[src/core/itc_inval_regs.svh]
// Register offsets, field positions and reset values of the invalidation block.
`ifndef ITC_INVAL_REGS_SVH
`define ITC_INVAL_REGS_SVH

`define ITC_ADDR_W      8
`define ITC_WORD_STEP   8'h04
`define ITC_IVA_LO_OFF  8'h00
`define ITC_IVA_HI_OFF  (`ITC_IVA_LO_OFF + `ITC_WORD_STEP)
`define ITC_CMD_GAP     8'h08
`define ITC_CMD_LO_OFF  (`ITC_IVA_LO_OFF + `ITC_CMD_GAP)
`define ITC_CMD_HI_OFF  (`ITC_CMD_LO_OFF + `ITC_WORD_STEP)
`define ITC_CFG_OFF     8'h10
`define ITC_STAT_OFF    8'h14

`define ITC_FLAG_BIT    31
`define ITC_RGRAN_HI    29
`define ITC_RGRAN_LO    28
`define ITC_AGRAN_HI    26
`define ITC_AGRAN_LO    25
`define ITC_MSB_LANE    3
`define ITC_DID_W       16
`define ITC_CFG_FLUSH   0
`define ITC_CFG_GLOBAL  1

`define ITC_WORD_RST    32'h00000000
`define ITC_DID_RST     16'h0000
`define ITC_CFG_RST     2'h0
`define ITC_RESP_OKAY   2'h0
`define ITC_RESP_SLVERR 2'h2

`endif

[src/core/itc_pkg.sv]
// Types shared by the invalidation block.
package itc_pkg;

    typedef enum logic [1:0] {
        ITC_GRAN_RSVD   = 2'h0,
        ITC_GRAN_GLOBAL = 2'h1,
        ITC_GRAN_DOMAIN = 2'h2,
        ITC_GRAN_PAGE   = 2'h3
    } itc_gran_t;

    typedef enum logic [1:0] {
        ITC_IDLE,
        ITC_FLUSH,
        ITC_INVAL
    } itc_state_t;

endpackage : itc_pkg

[src/core/itc_inval_top.sv]
// Translation-cache invalidation command registers behind an AXI4-Lite slave.
//
// Functional notes
// RULE1: Flag set in top byte starts invalidation.
// RULE2: Hardware clears flag when invalidation finishes.
// RULE3: Software leaves registers alone while flag set.
// RULE4: No request while context invalidation pending.
// RULE5: Flush write buffer first when configured.
// RULE6: Two-bit requested scope; 00 reserved.
// RULE7: Domain request carries domain id.
// RULE8: Page request loads address register first.
// RULE9: Hardware may widen scope to global.
// RULE10: Actual scope reported as flag clears.
// RULE11: Command register eight bytes above address.
// RULE12: Actual scope 00 means request ignored.
// RULE13: Other writes only store, never launch.
//
// Design decisions made here: the address map and the AXI4-Lite register port.
`timescale 1ns/1ps
`default_nettype none
`include "itc_inval_regs.svh"
module itc_inval_top (
    input  wire logic                      core_clk,
    input  wire logic                      nrst,
    input  wire logic                      clkEn,
    input  wire logic [`ITC_ADDR_W-1:0]    s_axi_awaddr,
    input  wire logic                      s_axi_awvalid,
    output logic                           s_axi_awready,
    input  wire logic [31:0]               s_axi_wdata,
    input  wire logic [3:0]                s_axi_wstrb,
    input  wire logic                      s_axi_wvalid,
    output logic                           s_axi_wready,
    output logic [1:0]                     s_axi_bresp,
    output logic                           s_axi_bvalid,
    input  wire logic                      s_axi_bready,
    input  wire logic [`ITC_ADDR_W-1:0]    s_axi_araddr,
    input  wire logic                      s_axi_arvalid,
    output logic                           s_axi_arready,
    output logic [31:0]                    s_axi_rdata,
    output logic [1:0]                     s_axi_rresp,
    output logic                           s_axi_rvalid,
    input  wire logic                      s_axi_rready,
    output logic                           wbFlushReq,
    input  wire logic                      wbFlushAck,
    output logic                           invReq,
    input  wire logic                      invAck,
    output itc_pkg::itc_gran_t             invGran,
    output logic [`ITC_DID_W-1:0]          invDomain,
    output logic [63:0]                    invAddr
);
    import itc_pkg::*;

    function automatic logic [31:0] mergeBytes(
        input logic [31:0] oldW,
        input logic [31:0] newW,
        input logic [3:0]  strb
    );
        logic [31:0] res;
        res = oldW;
        for (int i = 0; i < 4; i++) begin
            if (strb[i]) begin
                res[8*i +: 8] = newW[8*i +: 8];
            end
        end
        return res;
    endfunction : mergeBytes

    ////////////////////////////////////////////////////////////////////////////
    // Write channel state.
    logic                   awPend_reg, awPend_next;
    logic [`ITC_ADDR_W-1:0] awAddr_reg, awAddr_next;
    logic                   wPend_reg, wPend_next;
    logic [31:0]            wData_reg, wData_next;
    logic [3:0]             wStrb_reg, wStrb_next;
    logic                   bValid_reg, bValid_next;
    logic [1:0]             bResp_reg, bResp_next;
    logic                   commit;
    logic [`ITC_ADDR_W-1:0] wrWord;
    logic                   wrMapped;

    assign s_axi_awready = !awPend_reg;
    assign s_axi_wready  = !wPend_reg;
    assign commit        = awPend_reg && wPend_reg && !bValid_reg;
    assign wrWord        = {awAddr_reg[`ITC_ADDR_W-1:2], 2'b00};

    always_comb begin
        wrMapped = (wrWord == `ITC_IVA_LO_OFF) || (wrWord == `ITC_IVA_HI_OFF) ||
                   (wrWord == `ITC_CMD_LO_OFF) || (wrWord == `ITC_CMD_HI_OFF) ||
                   (wrWord == `ITC_CFG_OFF)    || (wrWord == `ITC_STAT_OFF);
    end

    always_comb begin
        awPend_next = awPend_reg;
        awAddr_next = awAddr_reg;
        wPend_next  = wPend_reg;
        wData_next  = wData_reg;
        wStrb_next  = wStrb_reg;
        bValid_next = bValid_reg;
        bResp_next  = bResp_reg;
        if (s_axi_awvalid && s_axi_awready) begin
            awPend_next = 1'b1;
            awAddr_next = s_axi_awaddr;
        end
        if (s_axi_wvalid && s_axi_wready) begin
            wPend_next = 1'b1;
            wData_next = s_axi_wdata;
            wStrb_next = s_axi_wstrb;
        end
        if (commit) begin
            awPend_next = 1'b0;
            wPend_next  = 1'b0;
            bValid_next = 1'b1;
            bResp_next  = wrMapped ? `ITC_RESP_OKAY : `ITC_RESP_SLVERR;
        end else if (bValid_reg && s_axi_bready) begin
            bValid_next = 1'b0;
        end
    end

    always_ff @(posedge core_clk or negedge nrst) begin
        if (!nrst) begin
            awPend_reg <= 1'b0;
            awAddr_reg <= '0;
            wPend_reg  <= 1'b0;
            wData_reg  <= `ITC_WORD_RST;
            wStrb_reg  <= 4'h0;
            bValid_reg <= 1'b0;
            bResp_reg  <= `ITC_RESP_OKAY;
        end else if (clkEn) begin
            awPend_reg <= awPend_next;
            awAddr_reg <= awAddr_next;
            wPend_reg  <= wPend_next;
            wData_reg  <= wData_next;
            wStrb_reg  <= wStrb_next;
            bValid_reg <= bValid_next;
            bResp_reg  <= bResp_next;
        end
    end

    assign s_axi_bvalid = bValid_reg;
    assign s_axi_bresp  = bResp_reg;

    ////////////////////////////////////////////////////////////////////////////
    // Register file and command launch.
    logic [31:0]           ivaLo_reg, ivaLo_next;
    logic [31:0]           ivaHi_reg, ivaHi_next;
    logic [`ITC_DID_W-1:0] did_reg, did_next;
    itc_gran_t             reqGran_reg, reqGran_next;
    itc_gran_t             actGran_reg, actGran_next;
    logic                  flag_reg, flag_next;
    logic [1:0]            cfg_reg, cfg_next;
    logic                  start;
    logic [31:0]           mergedW;
    logic [31:0]           didMerged;
    logic                  engBusy;
    logic                  engDone;
    itc_gran_t             engDoneGran;

    assign mergedW   = mergeBytes(`ITC_WORD_RST, wData_reg, wStrb_reg);
    assign didMerged = mergeBytes({16'h0000, did_reg}, wData_reg, wStrb_reg);

    // RULE1: launch on flagged top byte
    assign start = commit && (wrWord == `ITC_CMD_HI_OFF) && !flag_reg &&
                   wStrb_reg[`ITC_MSB_LANE] && wData_reg[`ITC_FLAG_BIT];

    always_comb begin
        ivaLo_next   = ivaLo_reg;
        ivaHi_next   = ivaHi_reg;
        did_next     = did_reg;
        reqGran_next = reqGran_reg;
        actGran_next = actGran_reg;
        flag_next    = flag_reg;
        cfg_next     = cfg_reg;
        // RULE13: writes store fields only
        if (commit && !flag_reg) begin
            if (wrWord == `ITC_IVA_LO_OFF) begin
                ivaLo_next = mergeBytes(ivaLo_reg, wData_reg, wStrb_reg);
            end
            if (wrWord == `ITC_IVA_HI_OFF) begin
                ivaHi_next = mergeBytes(ivaHi_reg, wData_reg, wStrb_reg);
            end
            if (wrWord == `ITC_CMD_LO_OFF) begin
                did_next = didMerged[`ITC_DID_W-1:0];
            end
            // RULE6: capture requested scope
            if (wrWord == `ITC_CMD_HI_OFF && wStrb_reg[`ITC_MSB_LANE]) begin
                reqGran_next = itc_gran_t'(mergedW[`ITC_RGRAN_HI:`ITC_RGRAN_LO]);
            end
        end
        if (commit && wrWord == `ITC_CFG_OFF && wStrb_reg[0]) begin
            cfg_next = wData_reg[1:0];
        end
        if (start) begin
            flag_next = 1'b1;
        end else if (engDone) begin
            // RULE2: completion clears flag
            flag_next    = 1'b0;
            // RULE10: report performed scope
            actGran_next = engDoneGran;
        end
    end

    always_ff @(posedge core_clk or negedge nrst) begin
        if (!nrst) begin
            ivaLo_reg   <= `ITC_WORD_RST;
            ivaHi_reg   <= `ITC_WORD_RST;
            did_reg     <= `ITC_DID_RST;
            reqGran_reg <= ITC_GRAN_RSVD;
            actGran_reg <= ITC_GRAN_RSVD;
            flag_reg    <= 1'b0;
            cfg_reg     <= `ITC_CFG_RST;
        end else if (clkEn) begin
            ivaLo_reg   <= ivaLo_next;
            ivaHi_reg   <= ivaHi_next;
            did_reg     <= did_next;
            reqGran_reg <= reqGran_next;
            actGran_reg <= actGran_next;
            flag_reg    <= flag_next;
            cfg_reg     <= cfg_next;
        end
    end

    // Domain and address are frozen while the flag is set, so the engine
    // can use them straight from the registers without a private copy.
    assign invDomain = did_reg;
    assign invAddr   = {ivaHi_reg, ivaLo_reg};

    itc_inval_engine u_engine (
        .core_clk      (core_clk),
        .nrst          (nrst),
        .clkEn         (clkEn),
        .start         (start),
        .reqGran       (itc_gran_t'(mergedW[`ITC_RGRAN_HI:`ITC_RGRAN_LO])),
        .flushRequired (cfg_reg[`ITC_CFG_FLUSH]),
        .forceGlobal   (cfg_reg[`ITC_CFG_GLOBAL]),
        .busy          (engBusy),
        .done          (engDone),
        .doneGran      (engDoneGran),
        .wbFlushReq    (wbFlushReq),
        .wbFlushAck    (wbFlushAck),
        .invReq        (invReq),
        .invAck        (invAck),
        .invGran       (invGran)
    );

    ////////////////////////////////////////////////////////////////////////////
    // Read channel.
    logic                   rValid_reg, rValid_next;
    logic [31:0]            rData_reg, rData_next;
    logic [1:0]             rResp_reg, rResp_next;
    logic [`ITC_ADDR_W-1:0] rdWord;
    logic [31:0]            rdMux;
    logic                   rdMapped;

    assign s_axi_arready = !rValid_reg;
    assign rdWord        = {s_axi_araddr[`ITC_ADDR_W-1:2], 2'b00};

    always_comb begin
        rdMux    = `ITC_WORD_RST;
        rdMapped = 1'b1;
        // RULE11: command sits above address
        case (rdWord)
            `ITC_IVA_LO_OFF: rdMux = ivaLo_reg;
            `ITC_IVA_HI_OFF: rdMux = ivaHi_reg;
            `ITC_CMD_LO_OFF: rdMux = {16'h0000, did_reg};
            `ITC_CMD_HI_OFF: begin
                rdMux[`ITC_FLAG_BIT]               = flag_reg;
                rdMux[`ITC_RGRAN_HI:`ITC_RGRAN_LO] = reqGran_reg;
                rdMux[`ITC_AGRAN_HI:`ITC_AGRAN_LO] = actGran_reg;
            end
            `ITC_CFG_OFF:    rdMux = {30'h00000000, cfg_reg};
            `ITC_STAT_OFF:   rdMux = {29'h00000000, invReq, wbFlushReq, engBusy};
            default:         rdMapped = 1'b0;
        endcase
    end

    always_comb begin
        rValid_next = rValid_reg;
        rData_next  = rData_reg;
        rResp_next  = rResp_reg;
        if (s_axi_arvalid && s_axi_arready) begin
            rValid_next = 1'b1;
            rData_next  = rdMux;
            rResp_next  = rdMapped ? `ITC_RESP_OKAY : `ITC_RESP_SLVERR;
        end else if (rValid_reg && s_axi_rready) begin
            rValid_next = 1'b0;
        end
    end

    always_ff @(posedge core_clk or negedge nrst) begin
        if (!nrst) begin
            rValid_reg <= 1'b0;
            rData_reg  <= `ITC_WORD_RST;
            rResp_reg  <= `ITC_RESP_OKAY;
        end else if (clkEn) begin
            rValid_reg <= rValid_next;
            rData_reg  <= rData_next;
            rResp_reg  <= rResp_next;
        end
    end

    assign s_axi_rvalid = rValid_reg;
    assign s_axi_rdata  = rData_reg;
    assign s_axi_rresp  = rResp_reg;

    ////////////////////////////////////////////////////////////////////////////
    a_start_launch: assert property (@(posedge core_clk) disable iff (!nrst) // RULE1
        (clkEn && start) |=> flag_reg) else $error("flag not set on launch");
    a_store_only: assert property (@(posedge core_clk) disable iff (!nrst) // RULE13
        (clkEn && commit && !flag_reg &&
         !(wrWord == `ITC_CMD_HI_OFF && wStrb_reg[`ITC_MSB_LANE] && wData_reg[`ITC_FLAG_BIT]))
        |=> !flag_reg) else $error("launch without flagged top byte");
    a_flag_clear: assert property (@(posedge core_clk) disable iff (!nrst) // RULE2
        (clkEn && engDone) |=> !flag_reg) else $error("flag not cleared on completion");
    a_actual_report: assert property (@(posedge core_clk) disable iff (!nrst) // RULE10
        (clkEn && engDone) |=> actGran_reg == $past(engDoneGran)) else $error("wrong scope");
    a_busy_frozen: assert property (@(posedge core_clk) disable iff (!nrst) // RULE3
        (clkEn && flag_reg && !engDone) |=> $stable(invAddr) && $stable(invDomain))
        else $error("fields changed while flag set");
    c_global_done: cover property (@(posedge core_clk) disable iff (!nrst)
        start ##[1:30] (engDone && engDoneGran == ITC_GRAN_GLOBAL));
endmodule : itc_inval_top
`default_nettype wire

[src/core/itc_inval_engine.sv]
// Sequencer that flushes the write buffer and then invalidates the cache.
`timescale 1ns/1ps
`default_nettype none
module itc_inval_engine (
    input  wire logic              core_clk,
    input  wire logic              nrst,
    input  wire logic              clkEn,
    input  wire logic              start,
    input  wire itc_pkg::itc_gran_t reqGran,
    input  wire logic              flushRequired,
    input  wire logic              forceGlobal,
    output logic                   busy,
    output logic                   done,
    output itc_pkg::itc_gran_t     doneGran,
    output logic                   wbFlushReq,
    input  wire logic              wbFlushAck,
    output logic                   invReq,
    input  wire logic              invAck,
    output itc_pkg::itc_gran_t     invGran
);
    import itc_pkg::*;

    itc_state_t state_reg, state_next;
    itc_gran_t  gran_reg, gran_next;
    itc_gran_t  doneGran_reg, doneGran_next;
    logic       done_reg, done_next;

    ////////////////////////////////////////////////////////////////////////////
    always_comb begin
        state_next    = state_reg;
        gran_next     = gran_reg;
        doneGran_next = doneGran_reg;
        done_next     = 1'b0;
        case (state_reg)
            ITC_IDLE: begin
                if (start) begin
                    // RULE12: reserved code ignored
                    if (reqGran == ITC_GRAN_RSVD) begin
                        done_next     = 1'b1;
                        doneGran_next = ITC_GRAN_RSVD;
                    end else begin
                        // RULE9: optional coarser scope
                        gran_next  = forceGlobal ? ITC_GRAN_GLOBAL : reqGran;
                        // RULE5: flush goes first
                        state_next = flushRequired ? ITC_FLUSH : ITC_INVAL;
                    end
                end
            end
            ITC_FLUSH: begin
                if (wbFlushAck) begin
                    state_next = ITC_INVAL;
                end
            end
            ITC_INVAL: begin
                if (invAck) begin
                    state_next    = ITC_IDLE;
                    done_next     = 1'b1;
                    doneGran_next = gran_reg;
                end
            end
            default: begin
                state_next = ITC_IDLE;
            end
        endcase
    end

    always_ff @(posedge core_clk or negedge nrst) begin
        if (!nrst) begin
            state_reg    <= ITC_IDLE;
            gran_reg     <= ITC_GRAN_RSVD;
            doneGran_reg <= ITC_GRAN_RSVD;
            done_reg     <= 1'b0;
        end else if (clkEn) begin
            state_reg    <= state_next;
            gran_reg     <= gran_next;
            doneGran_reg <= doneGran_next;
            done_reg     <= done_next;
        end
    end

    assign busy       = (state_reg != ITC_IDLE);
    assign done       = done_reg;
    assign doneGran   = doneGran_reg;
    assign wbFlushReq = (state_reg == ITC_FLUSH);
    assign invReq     = (state_reg == ITC_INVAL);
    assign invGran    = gran_reg;

    ////////////////////////////////////////////////////////////////////////////
    a_flush_first: assert property (@(posedge core_clk) disable iff (!nrst) // RULE5
        (clkEn && !busy && start && flushRequired && reqGran != ITC_GRAN_RSVD)
        |=> wbFlushReq && !invReq) else $error("flush did not precede invalidation");
    a_inval_after_flush: assert property (@(posedge core_clk) disable iff (!nrst) // RULE5
        (clkEn && wbFlushReq && wbFlushAck) |=> invReq) else $error("no invalidation after flush");
    a_rsvd_ignored: assert property (@(posedge core_clk) disable iff (!nrst) // RULE12
        (clkEn && !busy && start && reqGran == ITC_GRAN_RSVD)
        |=> done && doneGran == ITC_GRAN_RSVD && !invReq) else $error("reserved request acted on");
    a_coarse_global: assert property (@(posedge core_clk) disable iff (!nrst) // RULE9
        (clkEn && !busy && start && forceGlobal && reqGran != ITC_GRAN_RSVD)
        |=> invGran == ITC_GRAN_GLOBAL) else $error("forced global scope not used");
    a_req_held: assert property (@(posedge core_clk) disable iff (!nrst) // RULE6
        (clkEn && invReq && !invAck) |=> invReq && $stable(invGran)) else $error("request dropped");
    c_flush_path: cover property (@(posedge core_clk) disable iff (!nrst)
        wbFlushReq ##[1:20] (invReq && invAck));
    c_rsvd_path: cover property (@(posedge core_clk) disable iff (!nrst)
        done && doneGran == ITC_GRAN_RSVD);
endmodule : itc_inval_engine
`default_nettype wire

[config.mk]
export PLATFORM = sky130hd
export DESIGN_NAME = itc_inval_top
export DESIGN_NICKNAME = d
export VERILOG_FILES = /design/src/core/itc_pkg.sv /design/src/core/itc_inval_top.sv /design/src/core/itc_inval_engine.sv
export VERILOG_INCLUDE_DIRS = /design/src /design/src/core
export SDC_FILE = /design/constraint.sdc
export NUM_CORES = 1
export LEC_CHECK = 0
export ABC_AREA = 1
export CORE_UTILIZATION = 52
export CTS_CLUSTER_DIAMETER = 120
export CTS_CLUSTER_SIZE = 40
export DETAILED_ROUTE_END_ITERATION = 10
export DONT_BUFFER_PORTS = 1
export PLACE_DENSITY_LB_ADDON = 0.2
export SYNTH_ARGS = -nofsm -noshare
export SYNTH_HDL_FRONTEND = slang
export SYNTH_SLANG_ARGS = --single-unit
[constraint.sdc]
create_clock -name core_clk -period 1.9 [get_ports core_clk]
set_input_delay 0.095 -clock core_clk [delete_from_list [all_inputs] [get_ports core_clk]]
set_output_delay 0.095 -clock core_clk [all_outputs]
set_load 0.01 [all_outputs]
==> flow_summary.json <==
{
  "status": "complete, but fails checks",
  "violations": "hold timing",
  "yosysSeqAreaShare_pct": 58.3,
  "vias_per_cell": 5.24,
  "hold_viol": 174,
  "syn_area_um2": 7470,
  "ant_nets": 0,
  "antenna_found_initial": 0,
  "cp-start-kind": "register",
  "skew_ps": 7.88,
  "antenna_cells": 0,
  "cts_buffers": 17,
  "cts-hold-fix-buffers": 48,
  "start_util_pct": 53.6,
  "power.total_w": 0.00984,
  "synthDistinctLibCells": 22,
  "dpl.hpwl_um": 12700,
  "crit_chain": "nor2_1 > nand2_1 > nor4_4 > buf_12 > nand2_1 > nand2_1 > nand2_1",
  "routed-via-count": 6034,
  "drt_iter0_drc": 451,
  "synth_top_cell_by_area": "dfrtp_1",
  "synthTopCellsByArea": "dfrtp_1 (58%), nand2_1 (16%), inv_1 (4.4%), o21ai_0 (4.1%), nor2_1 (3.9%)",
  "pin_count": 187,
  "reg2reg_from": "s_axi_bvalid",
  "critPathLaunch": "s_axi_bvalid",
  "area_growth_pct": 18.9,
  "finalCriticalPeriod_ps": 1730,
  "max_stage_delay_ps": 440,
  "path_clk_slew_ps": 70,
  "cts_root_buf": "clkbuf_16",
  "yosysTopAreaCellShare_pct": 58.3,
  "rows": 43,
  "path_class": "register to register",
  "grt_pass1_vias": 5860,
  "finalCritPeriodShare_pct": 91.3,
  "r2r_slack_ps": 170,
  "fin_setup_tns_ps": 0,
  "critPathCapture": "ivaHi_reg[24]",
  "grt_pass1_wl_um": 30700,
  "cpMostUsedCell": "nand2_1",
  "drive_gt1_share_pct": 7.11,
  "worstMarginPinSlew_ps": 554,
  "maxCapViolCount": 0,
  "postCtsSetupBuffers": 0,
  "ys_ff_latch": 174,
  "numPortBuffers": 0,
  "cp_max_fo": 36,
  "reg2regPathDepth": 7,
  "cts_tree": "done",
  "nets": 1020,
  "holdWs_ps": -638,
  "grt-ovfl-total": 0,
  "relSlewSlack_pct": 62.9,
  "wirelength_um": 19100,
  "crit_arrival_ps": 2050,
  "syn_avg_cell_area_um2": 8.32,
  "dieArea_um2": 14900,
  "cellPowerDensity_nw_per_um2": 1110,
  "ys_warn_count": 0,
  "worstSetupPathDepth": 7,
  "globalplace.congestion": 0.831,
  "htree_num_levels": 4,
  "grt_usage_pct": 27.5,
  "die_h_um": 122,
  "max-clock-path-buffers": 2,
  "clock-sinks": 174,
  "crit_path_end_kind": "register",
  "clock_latency_ps": 430,
  "rsz0062_at_grt": "false",
  "max_freq_mhz": 577,
  "wire_per_inst_um": 16.6,
  "slew_violations": 0,
  "p_leak_nw": 4.59,
  "die_x_um": 122,
  "path_delay_family": "simple AND/OR/NAND/NOR gates",
  "cp_slowest_cell": "dfrtp_1",
  "setup_viol": 0,
  "postSynthCellCount": 898,
  "grt_start_max_net_pins": 175,
  "required_ps": 2210,
  "hold_class": "primary input to async pin",
  "drt-pass1-iter-count": 8,
  "cp_num_buf_inv": 1,
  "coreArea_um2": 13900,
  "ir_drop_mv": 0.724,
  "timing.rr.end": "ivaHi_reg[24]",
  "route.detailed.drc": 0
}
cell type report:
class / instances / area (µm²)
fillers: 1187 / 5050
flip-flops and latches: 174 / 4350
multi-input cells: 602 / 2640
repair buffers: 73 / 681
clock buffers: 21 / 460
inverters: 90 / 338
well taps: 180 / 225
clock inverters: 11 / 186
stage by stage:
stage / setup WS [ps] / instances / utilization, % / area, µm² / hold WS, ps
after floorplan: 401 / 899 / - / 7480 / -201
after global placement: 201 / 1071 / 55.7 / 7760 / -194
after detailed placement: 167 / 1071 / 55.7 / 7760 / -195
after CTS: 142 / 1151 / 63.8 / 8880 / -654
after global routing: 0.241 / 1151 / 63.8 / 8890 / -658
final: 166 / 1151 / 63.8 / 8890 / -638
repair_timing:
item / in CTS / in global routing
resized for setup: 0 / 1
hold endpoints to repair: 226 / 174
setup endpoints to repair: 0 / 7
how the worst min path moves through the flow:
stage,depth (start not counted),start,endpoint
finish,0,nrst,invDomain[3]
global route,0,nrst,ivaLo_reg[7]
CTS,0,nrst,invDomain[11]
detailed placement,0,nrst,s_axi_rdata[3]
global placement,0,nrst,s_axi_rdata[3]
floorplan,0,nrst,actGran_reg[0]
power by group:
group / switching (W) / total (W) / internal (W) / leakage, nW
clock: 0.00140 / 0.00380 / 0.00240 / 0.317
combinational: 0.000819 / 0.00130 / 0.000481 / 2.08
sequential: 0.000491 / 0.00474 / 0.00425 / 2.18
synthesized netlist by cell type:
cell type	n
nand2_1	327
dfrtp_1	174
inv_1	87
nor2_1	77
o21ai_0	61
nand3_1	54
a21oi_1	42
o211ai_1	18
clkbuf_1	16
buf_2	12
mux2_2	7
nand4_1	5
buf_4	4
clkinv_1	3
nor3_1	3
nor2_2	2
buf_1	1
conb_1	1
nor2_4	1
nor3_2	1
nor4_4	1
o22ai_1	1
metal layers:
layer	up-vias	part of all wire (%)	global-route usage [%]
met1	2845	43	36.0
met4	0	2.5	11.3
met3	34	7.8	8.10
met5	-	0	0
met2	193	47	42.7
li1	2962	-	-
cell families after synthesis:
logic type             count (synthesis)  share of synthesized area (%)
AOI/OAI and AO/OA                    122                           8.79
muxes                                  7                           1.05
and+or+nand+nor                      471                           25.3
other                                  1                         0.0502
buffers and inverters                123                           6.58
DFF                                  174                           58.3
cells in the final DEF, fill, tap and decap left out:
cell / netlist / final
clkbuf_1: 16 / 2
clkinv_1: 3 / 3
clkinvlp_4: 0 / 1
dfrtp_1: 174 / 174
nor3_4: 0 / 1
nor2_4: 1 / 1
nand2_2: 0 / 2
nand2_1: 327 / 325
clkbuf_16: 0 / 17
bufinv_16: 0 / 5
inv_1: 87 / 87
o21ai_0: 61 / 61
conb_1: 1 / 2
clkinv_2: 0 / 4
a21oi_1: 42 / 42
clkbuf_8: 0 / 2
buf_4: 4 / 24
dlygate4sd3_1: 0 / 48
nand3_1: 54 / 54
nor2_1: 77 / 77
nor3_1: 3 / 3
mux2_2: 7 / 7
nor2_2: 2 / 2
buf_12: 0 / 1
nand4_1: 5 / 5
o22ai_1: 1 / 1
o211ai_1: 18 / 18
nor4_4: 1 / 1
inv_6: 0 / 1
Power figures use the tool's default switching activity.
